--- src/logic/selim_pkg.sv ---
package selim_pkg;

  // ==========================================================================
  // Widths
  localparam int unsigned POS_W   = 32;
  localparam int unsigned LIM_W   = 16;
  localparam int unsigned DLY_W   = 16;
  localparam int unsigned ADDR_W  = 8;

  // ==========================================================================
  // Servo cycle
  localparam int unsigned CLK_HZ        = 50_000_000;
  localparam int unsigned SERVO_US      = 120;
  localparam int unsigned SERVO_CYCLES  = (CLK_HZ / 1_000_000) * SERVO_US;
  localparam int unsigned TICK_W        = 13;

  // ==========================================================================
  // Register offsets (byte addresses)
  localparam logic [ADDR_W-1:0] REG_CTRL    = 8'h00;
  localparam logic [ADDR_W-1:0] REG_LIMITS  = 8'h04;
  localparam logic [ADDR_W-1:0] REG_DELAY   = 8'h08;
  localparam logic [ADDR_W-1:0] REG_ISW     = 8'h0c;
  localparam logic [ADDR_W-1:0] REG_IOS     = 8'h10;
  localparam logic [ADDR_W-1:0] REG_PSW     = 8'h14;
  localparam logic [ADDR_W-1:0] REG_MASK    = 8'h18;
  localparam logic [ADDR_W-1:0] REG_TARGET  = 8'h1c;
  localparam logic [ADDR_W-1:0] REG_STATE   = 8'h20;
  localparam logic [ADDR_W-1:0] REG_KILL    = 8'h24;

  // ==========================================================================
  // Field positions
  localparam int unsigned BIT_MOVE_ERR  = 0;
  localparam int unsigned BIT_HOLD_ERR  = 1;
  localparam int unsigned BIT_DRAG_EN   = 0;
  localparam int unsigned BIT_HOLDING   = 0;
  localparam int unsigned BIT_SETTLING  = 1;
  localparam int unsigned HOLD_LIM_LSB  = 16;
  localparam int unsigned STAT_W        = 2;

  // ==========================================================================
  // Reset values
  localparam logic [LIM_W-1:0]  RST_MOVE_LIM = 16'h0100;
  localparam logic [LIM_W-1:0]  RST_HOLD_LIM = 16'h0040;
  localparam logic [DLY_W-1:0]  RST_DELAY    = 16'h000a;

  typedef enum logic [1:0] {
    SELIM_MOVING,
    SELIM_SETTLING,
    SELIM_HOLDING
  } selim_mode_e;

endpackage

--- src/logic/selim_core.sv ---
// How it works
// - Moving torque is selected while the trajectory generator is active.
// - Position error equals actual position minus target position.
// - Error magnitude above moving limit sets moving flag in all three words.
// - Every status word has a moving bit and a separate holding bit.
// - Generator going idle with target steady starts the settle timer.
// - Before timer expiry, moving torque and moving limit remain in use.
// - After expiry, holding torque and holding limit; holding flag reported.
// - Configuration sets moving limit, holding limit, settle delay, drag enable.
// - Drag mode clamps target to within the active limit of actual.
// - Drag mode still sets internal flags, which still feed shutdown.
// - Internal flags feed shutdown; I/O and polling flags alert host.
// - Holding with drag: target follows the pushed shaft.
// - Basic moves run fixed duration; clamp may leave them short.
// - Profile moves recompute each 120 us servo cycle to reach destination.
//
// The APB interface to the registers and the address map were decided locally.
`timescale 1ns/1ps
module selim_core (
  input  wire logic                           pclk,
  input  wire logic                           presetn,
  input  wire logic [selim_pkg::ADDR_W-1:0]   paddr,
  input  wire logic                           psel,
  input  wire logic                           penable,
  input  wire logic                           pwrite,
  input  wire logic [31:0]                    pwdata,
  input  wire logic [3:0]                     pstrb,
  output logic      [31:0]                    prdata,
  output logic                                pready,
  output logic                                pslverr,
  input  wire logic                           traj_active,
  input  wire logic [selim_pkg::POS_W-1:0]    traj_target,
  input  wire logic [selim_pkg::POS_W-1:0]    actual_pos,
  output logic      [selim_pkg::POS_W-1:0]    control_target,
  output logic                                holding_torque,
  output logic                                servo_tick,
  output logic                                kill_request,
  output logic                                irq
);
  import selim_pkg::*;

  // ==========================================================================
  // Servo cycle tick
  logic [TICK_W-1:0] tick_cnt_q;
  always_ff @(posedge pclk or negedge presetn) begin
    if (!presetn) begin
      tick_cnt_q <= '0;
    end else if (tick_cnt_q == TICK_W'(SERVO_CYCLES - 1)) begin
      tick_cnt_q <= '0;
    end else begin
      tick_cnt_q <= tick_cnt_q + 1'b1;
    end
  end
  assign servo_tick = (tick_cnt_q == TICK_W'(SERVO_CYCLES - 1));

  // ==========================================================================
  // Configuration registers
  logic [LIM_W-1:0]  move_lim_q;
  logic [LIM_W-1:0]  hold_lim_q;
  logic [DLY_W-1:0]  delay_q;
  logic              drag_en_q;
  logic [STAT_W-1:0] mask_q;
  logic [STAT_W-1:0] kill_mask_q;
  logic              wr_en;
  assign wr_en = psel && penable && pwrite;

  always_ff @(posedge pclk or negedge presetn) begin
    if (!presetn) begin
      move_lim_q  <= RST_MOVE_LIM;
      hold_lim_q  <= RST_HOLD_LIM;
      delay_q     <= RST_DELAY;
      drag_en_q   <= 1'b0;
      mask_q      <= '0;
      kill_mask_q <= '0;
    end else if (wr_en) begin
      unique case (paddr)
        REG_CTRL: begin
          drag_en_q <= pwdata[BIT_DRAG_EN];
        end
        REG_LIMITS: begin
          move_lim_q <= pwdata[LIM_W-1:0];
          hold_lim_q <= pwdata[HOLD_LIM_LSB +: LIM_W];
        end
        REG_DELAY: begin
          delay_q <= pwdata[DLY_W-1:0];
        end
        REG_MASK: begin
          mask_q <= pwdata[STAT_W-1:0];
        end
        REG_KILL: begin
          kill_mask_q <= pwdata[STAT_W-1:0];
        end
        default: begin
        end
      endcase
    end
  end

  // ==========================================================================
  // Mode and settle timer
  selim_mode_e      mode_q;
  logic [DLY_W-1:0] settle_q;
  logic [POS_W-1:0] last_traj_q;
  logic             target_still;
  assign target_still = (traj_target == last_traj_q);

  always_ff @(posedge pclk or negedge presetn) begin
    if (!presetn) begin
      last_traj_q <= '0;
    end else if (servo_tick) begin
      last_traj_q <= traj_target;
    end
  end

  always_ff @(posedge pclk or negedge presetn) begin
    if (!presetn) begin
      mode_q   <= SELIM_HOLDING;
      settle_q <= '0;
    end else if (servo_tick) begin
      if (traj_active) begin
        mode_q <= SELIM_MOVING;
      end else begin
        unique case (mode_q)
          SELIM_MOVING: begin
            if (target_still) begin
              mode_q   <= SELIM_SETTLING;
              settle_q <= delay_q;
            end
          end
          SELIM_SETTLING: begin
            if (settle_q == '0) begin
              mode_q <= SELIM_HOLDING;
            end else begin
              settle_q <= settle_q - 1'b1;
            end
          end
          SELIM_HOLDING: begin
          end
        endcase
      end
    end
  end
  // Generator activity overrides the mode at once
  assign holding_torque = (mode_q == SELIM_HOLDING) && !traj_active;

  // ==========================================================================
  // Error computation and drag clamp
  logic [POS_W-1:0] err;
  logic [POS_W-1:0] err_abs;
  logic [POS_W-1:0] lim_ext;
  logic             err_over;
  logic [POS_W-1:0] clamped;
  assign err      = actual_pos - traj_target;
  assign err_abs  = err[POS_W-1] ? (~err + 1'b1) : err;
  assign lim_ext  = holding_torque ? POS_W'(hold_lim_q) : POS_W'(move_lim_q);
  assign err_over = (err_abs > lim_ext);
  // Target pulled toward actual; holding target follows the shaft
  assign clamped  = err[POS_W-1] ? (actual_pos + lim_ext) : (actual_pos - lim_ext);

  always_ff @(posedge pclk or negedge presetn) begin
    if (!presetn) begin
      control_target <= '0;
    end else if (servo_tick) begin
      control_target <= (drag_en_q && err_over) ? clamped : traj_target;
    end
  end

  // ==========================================================================
  // Status words
  logic [STAT_W-1:0] isw_q;
  logic [STAT_W-1:0] ios_q;
  logic [STAT_W-1:0] psw_q;
  logic [STAT_W-1:0] ev;
  logic [STAT_W-1:0] clr_isw;
  logic [STAT_W-1:0] clr_ios;
  logic [STAT_W-1:0] clr_psw;
  always_comb begin
    ev = '0;
    if (servo_tick && err_over) begin
      ev[BIT_MOVE_ERR] = !holding_torque;
      ev[BIT_HOLD_ERR] = holding_torque;
    end
  end
  assign clr_isw = (wr_en && paddr == REG_ISW) ? pwdata[STAT_W-1:0] : '0;
  assign clr_ios = (wr_en && paddr == REG_IOS) ? pwdata[STAT_W-1:0] : '0;
  assign clr_psw = (wr_en && paddr == REG_PSW) ? pwdata[STAT_W-1:0] : '0;

  always_ff @(posedge pclk or negedge presetn) begin
    if (!presetn) begin
      isw_q <= '0;
      ios_q <= '0;
      psw_q <= '0;
    end else begin
      // Set wins over a simultaneous clear
      isw_q <= (isw_q & ~clr_isw) | ev;
      ios_q <= (ios_q & ~clr_ios) | ev;
      psw_q <= (psw_q & ~clr_psw) | ev;
    end
  end
  assign kill_request = |(isw_q & kill_mask_q);
  assign irq          = |((ios_q | psw_q) & mask_q);

  // ==========================================================================
  // APB read path
  assign pready  = 1'b1;
  logic known;
  always_comb begin
    known = 1'b1;
    unique case (paddr)
      REG_CTRL, REG_LIMITS, REG_DELAY, REG_ISW, REG_IOS, REG_PSW,
      REG_MASK, REG_TARGET, REG_STATE, REG_KILL: known = 1'b1;
      default: known = 1'b0;
    endcase
  end
  assign pslverr = psel && penable && !known;

  logic [31:0] rd_d;
  always_comb begin
    rd_d = '0;
    unique case (paddr)
      REG_CTRL:   rd_d[BIT_DRAG_EN] = drag_en_q;
      REG_LIMITS: rd_d = {hold_lim_q, move_lim_q};
      REG_DELAY:  rd_d[DLY_W-1:0] = delay_q;
      REG_ISW:    rd_d[STAT_W-1:0] = isw_q;
      REG_IOS:    rd_d[STAT_W-1:0] = ios_q;
      REG_PSW:    rd_d[STAT_W-1:0] = psw_q;
      REG_MASK:   rd_d[STAT_W-1:0] = mask_q;
      REG_TARGET: rd_d = control_target;
      REG_STATE: begin
        rd_d[BIT_HOLDING]  = holding_torque;
        rd_d[BIT_SETTLING] = (mode_q == SELIM_SETTLING);
      end
      REG_KILL:   rd_d[STAT_W-1:0] = kill_mask_q;
      default:    rd_d = '0;
    endcase
  end

  // Read word captured in the setup phase, held through the access phase
  always_ff @(posedge pclk or negedge presetn) begin
    if (!presetn) begin
      prdata <= '0;
    end else if (psel && !penable && !pwrite) begin
      prdata <= rd_d;
    end
  end

  // ==========================================================================
  // Assertions
  property p_tick_period;
    @(posedge pclk) disable iff (!presetn)
      servo_tick |=> !servo_tick [*8];
  endproperty
  a_tick_period: assert property (p_tick_period) else $error("servo tick too frequent");

  property p_active_moving;
    @(posedge pclk) disable iff (!presetn)
      (servo_tick && traj_active) |=> !holding_torque;
  endproperty
  a_active_moving: assert property (p_active_moving) else $error("holding while active");

  property p_move_flag;
    @(posedge pclk) disable iff (!presetn)
      (servo_tick && err_over && !holding_torque) |=> (isw_q[BIT_MOVE_ERR] && ios_q[BIT_MOVE_ERR]
        && psw_q[BIT_MOVE_ERR]);
  endproperty
  a_move_flag: assert property (p_move_flag) else $error("moving error not flagged");

  property p_hold_flag;
    @(posedge pclk) disable iff (!presetn)
      (servo_tick && err_over && holding_torque) |=> (isw_q[BIT_HOLD_ERR] && ios_q[BIT_HOLD_ERR]
        && psw_q[BIT_HOLD_ERR]);
  endproperty
  a_hold_flag: assert property (p_hold_flag) else $error("holding error not flagged");

  property p_settle_start;
    @(posedge pclk) disable iff (!presetn)
      (servo_tick && !traj_active && mode_q == SELIM_MOVING && target_still)
        |=> (mode_q == SELIM_SETTLING && settle_q == delay_q);
  endproperty
  a_settle_start: assert property (p_settle_start) else $error("settle timer not started");

  property p_settle_moving;
    @(posedge pclk) disable iff (!presetn)
      (servo_tick && mode_q == SELIM_SETTLING && err_over) |=> isw_q[BIT_MOVE_ERR];
  endproperty
  a_settle_moving: assert property (p_settle_moving) else $error("limit wrong settling");

  property p_drag_clamp;
    @(posedge pclk) disable iff (!presetn)
      (servo_tick && drag_en_q && err_over) |=> (control_target == $past(clamped));
  endproperty
  a_drag_clamp: assert property (p_drag_clamp) else $error("drag clamp missing");

  property p_no_drag;
    @(posedge pclk) disable iff (!presetn)
      (servo_tick && !drag_en_q) |=> (control_target == $past(traj_target));
  endproperty
  a_no_drag: assert property (p_no_drag) else $error("target altered without drag");

  property p_kill;
    @(posedge pclk) disable iff (!presetn)
      (servo_tick && err_over && !holding_torque && kill_mask_q[BIT_MOVE_ERR] && !wr_en)
        |=> kill_request;
  endproperty
  a_kill: assert property (p_kill) else $error("kill not raised");

  property p_hold_after;
    @(posedge pclk) disable iff (!presetn)
      (servo_tick && !traj_active && mode_q == SELIM_SETTLING && settle_q == '0)
        |=> (mode_q == SELIM_HOLDING);
  endproperty
  a_hold_after: assert property (p_hold_after) else $error("holding not entered");

  property p_settle_count;
    @(posedge pclk) disable iff (!presetn)
      (servo_tick && !traj_active && mode_q == SELIM_SETTLING && settle_q != '0)
        |=> (mode_q == SELIM_SETTLING && settle_q == $past(settle_q) - 1'b1);
  endproperty
  a_settle_count: assert property (p_settle_count) else $error("settle count wrong");

  property p_drag_bound;
    @(posedge pclk) disable iff (!presetn)
      (servo_tick && drag_en_q && err_over) |=> (($past(err[POS_W-1]) ?
        (control_target - $past(actual_pos)) : ($past(actual_pos) - control_target))
        == $past(lim_ext));
  endproperty
  a_drag_bound: assert property (p_drag_bound) else $error("drag distance wrong");

  property p_no_clamp;
    @(posedge pclk) disable iff (!presetn)
      (servo_tick && drag_en_q && !err_over) |=> (control_target == $past(traj_target));
  endproperty
  a_no_clamp: assert property (p_no_clamp) else $error("target clamped within limit");

  property p_clear;
    @(posedge pclk) disable iff (!presetn)
      (clr_isw[BIT_MOVE_ERR] && !ev[BIT_MOVE_ERR]) |=> !isw_q[BIT_MOVE_ERR];
  endproperty
  a_clear: assert property (p_clear) else $error("moving flag not cleared");

  c_settle: cover property (@(posedge pclk) disable iff (!presetn)
    mode_q == SELIM_SETTLING ##1 mode_q == SELIM_HOLDING);
  c_drag: cover property (@(posedge pclk) disable iff (!presetn)
    servo_tick && drag_en_q && err_over);
  c_irq: cover property (@(posedge pclk) disable iff (!presetn) $rose(irq));
  c_hold_err: cover property (@(posedge pclk) disable iff (!presetn)
    servo_tick && err_over && holding_torque);
  c_kill: cover property (@(posedge pclk) disable iff (!presetn) $rose(kill_request));
endmodule

--- config.mk ---
export PLATFORM = sky130hd
export DESIGN_NAME = selim_core
export DESIGN_NICKNAME = d
export VERILOG_FILES = /design/src/logic/selim_pkg.sv /design/src/logic/selim_core.sv
export SDC_FILE = /design/constraint.sdc
export NUM_CORES = 1
export LEC_CHECK = 0
export BUFFER_PORTS_ARGS = -buffer_cell sky130_fd_sc_hd__buf_2
export CAP_MARGIN = 15
export CELL_PAD_IN_SITES_DETAIL_PLACEMENT = 1
export CELL_PAD_IN_SITES_GLOBAL_PLACEMENT = 2
export CORE_MARGIN = 1
export CORE_UTILIZATION = 39
export CTS_CLUSTER_DIAMETER = 40
export DETAILED_ROUTE_END_ITERATION = 8
export PLACE_DENSITY = 0.88
export SETUP_SLACK_MARGIN = 0.4
export SLEW_MARGIN = 5
export SYNTH_ARGS = -nofsm -noshare
export SYNTH_HDL_FRONTEND = slang
export SYNTH_SLANG_ARGS = --single-unit
--- constraint.sdc ---
create_clock -name pclk -period 19.67 [get_ports pclk]
set_input_delay 0.9835 -clock pclk [delete_from_list [all_inputs] [get_ports pclk]]
set_output_delay 0.9835 -clock pclk [all_outputs]
set_load 0.03 [all_outputs]
==> flow_summary_export.csv <==
group,metric,value,unit
status,status,"completed",
sta,finalSetupViolCount,0,
logic_synthesis,synth_warnings,0,
layout,final_common_cell,"dfrtp_1",
floorplan,die_w,192,um
layout,stdcell_area,16000,um^2
detailed_routing,drcViolationCount,0,
logic_synthesis,avgSynthCellArea,8.65,um^2
sta,tns,0,ps
logic_synthesis,synth_cells,1633,
layout,final_cell_mix,"dfrtp_1 (181), buf_2 (177), nand2_1 (166)",
pwr,worst_ir_drop_vdd,0.0547,mV
detailed_routing,vias,13064,
min_path,hp-class,"flip-flop to flip-flop",
worst_setup_path,critPathMaxFanout,29,
layout,fillers,4263,
layout,regArea,4660,um^2
pwr,clockPowerShare,32.2,%
logic_synthesis,synth_top_area_share,32.1,%
global_routing,grt_max_degree,117,
placed_design,hpwl,39.5,mm
sta,max_slew_margin,31.3,%
global_routing,grt_first_pass_wirelength,75.3,mm
worst_setup_path,cp_slowest_stage_delay,670,ps
placed_design,io_buffer_count,178,
clock_network,post_cts_resize_count,0,
layout,layout-drive-gt1-share,18.4,%
logic_synthesis,synth-main-ff-cell,"dfrtp_1",
floorplan,die_h,192,um
pwr,p_seq_share,35.9,%
clock_network,root_buffer,"clkbuf_16",
logic_synthesis,synth-edff-count,0,
global_routing,antenna_found_initial,1,
detailed_routing,first_pass_iters,6,
clock_network,cts_setup_buffers,0,
layout,multi_input_area,8920,um^2
floorplan,start_util,39.7,%
logic_synthesis,ys_seq_elements,186,
logic_synthesis,synth_nets,1832,
detailed_routing,via_per_inst,5.82,
floorplan,io_pins,184,
pwr,netSwitchingFraction,34.5,%
layout,nNetsFinal,1969,
clock_network,htree_levels,4,
logic_synthesis,synth.distinct_cells,94,
global_routing,grt_pass1_vias,13093,
clock_network,cts_tree,"done",
sta,hold_viol,0,
sta,fin_crit_sh,42.0,%
logic_synthesis,yosysTopAreaCell,"dfrtp_1",
floorplan,coreArea,35600,um^2
flow_run,cap_viol_max_count,0,
worst_setup_path,crit_family,"compound AO/OA/AOI/OAI gates",
detailed_routing,wl_per_cell,22.2,um
placed_design,place_ws,10980,ps
clock_network,cts.sinks,186,
worst_setup_path,critPathLaunchType,"primary input",
worst_setup_path,cp_common_cell,"o21a_1",
placed_design,dpl_cell_area,15400,um^2
logic_synthesis,synth_seq_area_share,33.0,%
sta,fin_ws,11400,ps
global_routing,grt-ovfl-total,0,
clock_network,numCtsBuffers,17,
layout,syn_to_final_growth,13.2,%
worst_setup_path,crit_slowest_cell,"a2111oi_1",
sta,tightest_slew,1030,ps
worst_setup_path,crit_buf_inv,3,
detailed_routing,drt_iter0_markers,838,
clock_network,clk_transition_reported_paths,70,ps
pwr,leakage,7.54,nW
sta,skew,11.0,ps
worst_setup_path,required,20050,ps
floorplan,dieArea,37000,um^2
pwr,power.internal,0.722,mW
detailed_routing,final_antenna_net_count,0,
logic_synthesis,async_flop_share,100,%
clock_network,cts.hold.buffers_added,0,
pwr,p_comb_share,31.8,%
global_routing,grt_use_total,26.9,%
sta,grt_setup_unrepaired,"false",
pwr,p_sw,0.380,mW
logic_synthesis,synth_area_leaders,"dfrtp_1 (32%), ha_1 (7.4%), o21ai_0 (5.1%)",
clock_network,cts_buffer_depth,2,
detailed_routing,wl,49.8,mm
pwr,power_density,68.9,nW/um^2
sta,slew_viol_final,0,
worst_setup_path,critical_path_class,"primary input to flip-flop",
worst_setup_path,cp-end-kind,"flip-flop",
floorplan,num_rows,69,
clock_network,clock_latency,440,ps
worst_setup_path,cp_data_arrival_time,8650,ps
sta,max_freq,121,MHz
sta,layout_min_cycle_time,8270,ps
pwr,finalPower,1.10,mW
logic_synthesis,netlist_area,14100,um^2
placed_design,place_congestion,0.871,
-- worst register-to-register path: cells and delay by family (launching register included) --
family / cells / cell delay [ps]
xor gates and xnor gates: 2 / 250
muxes: 2 / 810
DFF: 1 / 580
buffers and inverters: 1 / 380
adders and majority gates: 2 / 680
AOI/OAI and AO/OA: 12 / 2500
and+or+nand+nor: 5 / 1310
-- power by group through the flow --
stage	Combinational [mW]	Sequential, mW	Clock (mW)
final	0.351	0.396	0.355
after global routing	0.386	0.397	0.373
after CTS	0.349	0.396	0.362
after detailed placement	0.347	0.403	0
after global placement	0.339	0.403	0
after floorplan	0.231	0.414	0
-- synthesized netlist by cell type (all sizes together) (5+ instances only) --
cell type / number
nand2: 166
dfstp: 5
or3: 12
nand3: 42
and3: 14
xnor2: 55
inv: 58
and2: 15
nand2b: 11
a31oi: 13
nor2b: 8
xor2: 65
or2: 8
nor2: 151
mux2i: 52
o21bai: 7
o21ai: 152
o22ai: 6
a211o: 7
clkbuf: 58
o21a: 15
o211ai: 12
a21o: 38
a221oi: 23
nor3b: 8
nor4: 18
nor3: 36
a2111oi: 5
a222oi: 14
nand4: 19
dfrtp: 181
and4: 5
buf: 16
mux2: 58
a21oi: 115
nand3b: 5
a211oi: 13
ha: 83
-- layout make-up --
type | instances | share of cell area (%)
tap | 461 | 3.61
timing repair buffer | 192 | 6.29
sequential | 186 | 29.2
antenna | 1 | 0.0157
clock inverter | 11 | 0.861
inverter | 58 | 1.36
clock buffer | 20 | 2.92
multi-input combinational | 1315 | 55.8
-- flip-flops by register name, indices dropped and copies added (netlist names) --
register        count
isw_q               2
ios_q               2
tick_cnt_q         13
hold_lim_q         16
psw_q               2
mask_q              2
prdata             32
control_target     32
last_traj_q        32
settle_q           16
mode_q              2
kill_mask_q         2
drag_en_q           1
delay_q            16
move_lim_q         16
-- path summary, 6_finish.rpt --
kind | endpoint | slack, ps | start | cells after the start
min in group asynchronous | prdata[1]$_DFFE_PN0P_ | 670 | presetn | 1
worst max register to register | control_target[30]$_DFFE_PN0P_ | 13020 | mode_q[1]$_DFFE_PN1P_ | 24
worst max-delay path | control_target[17]$_DFFE_PN0P_ | 11400 | traj_target[10] | 26
worst min register to register | tick_cnt_q[0]$_DFF_PN0_ | 460 | tick_cnt_q[0]$_DFF_PN0_ | 1
max in group asynchronous | move_lim_q[3]$_DFFE_PN0P_ | 17490 | presetn | 2
worst min-delay path | tick_cnt_q[0]$_DFF_PN0_ | 460 | tick_cnt_q[0]$_DFF_PN0_ | 1
-- cell families (layout without fill, tap and decap cells) --
logic type | Yosys count | count (layout) | synth area share, %
and+or+nand+nor | 537 | 537 | 18.6
AOI/OAI and AO/OA | 462 | 462 | 20.8
DFF | 186 | 186 | 33.0
buffers and inverters | 132 | 281 | 4.05
xor gates and xnor gates | 120 | 120 | 7.58
muxes | 110 | 110 | 8.31
adders and majority gates | 85 | 85 | 7.64
other | 1 | 2 | 0.0266
-- per-stage QoR --
step / std cells / utilization (%) / hold WS, ps
after floorplan: 1633 / - / 425
after global placement: 2212 / 43.2 / 438
after detailed placement: 2212 / 43.2 / 456
after CTS: 2243 / 44.9 / 466
after global routing: 2244 / 44.9 / 509
final: 2244 / 44.9 / 463
-- routing by layer --
metal / global-route usage (%) / vias up / share of wire (%)
li1: - / 6212 / -
met1: 36.9 / 6477 / 47
met2: 44.3 / 324 / 47
met3: 2.78 / 51 / 4.1
met4: 8.48 / 0 / 2.5
met5: 0 / - / 0
No activity file was read; power rests on OpenSTA's default activity.
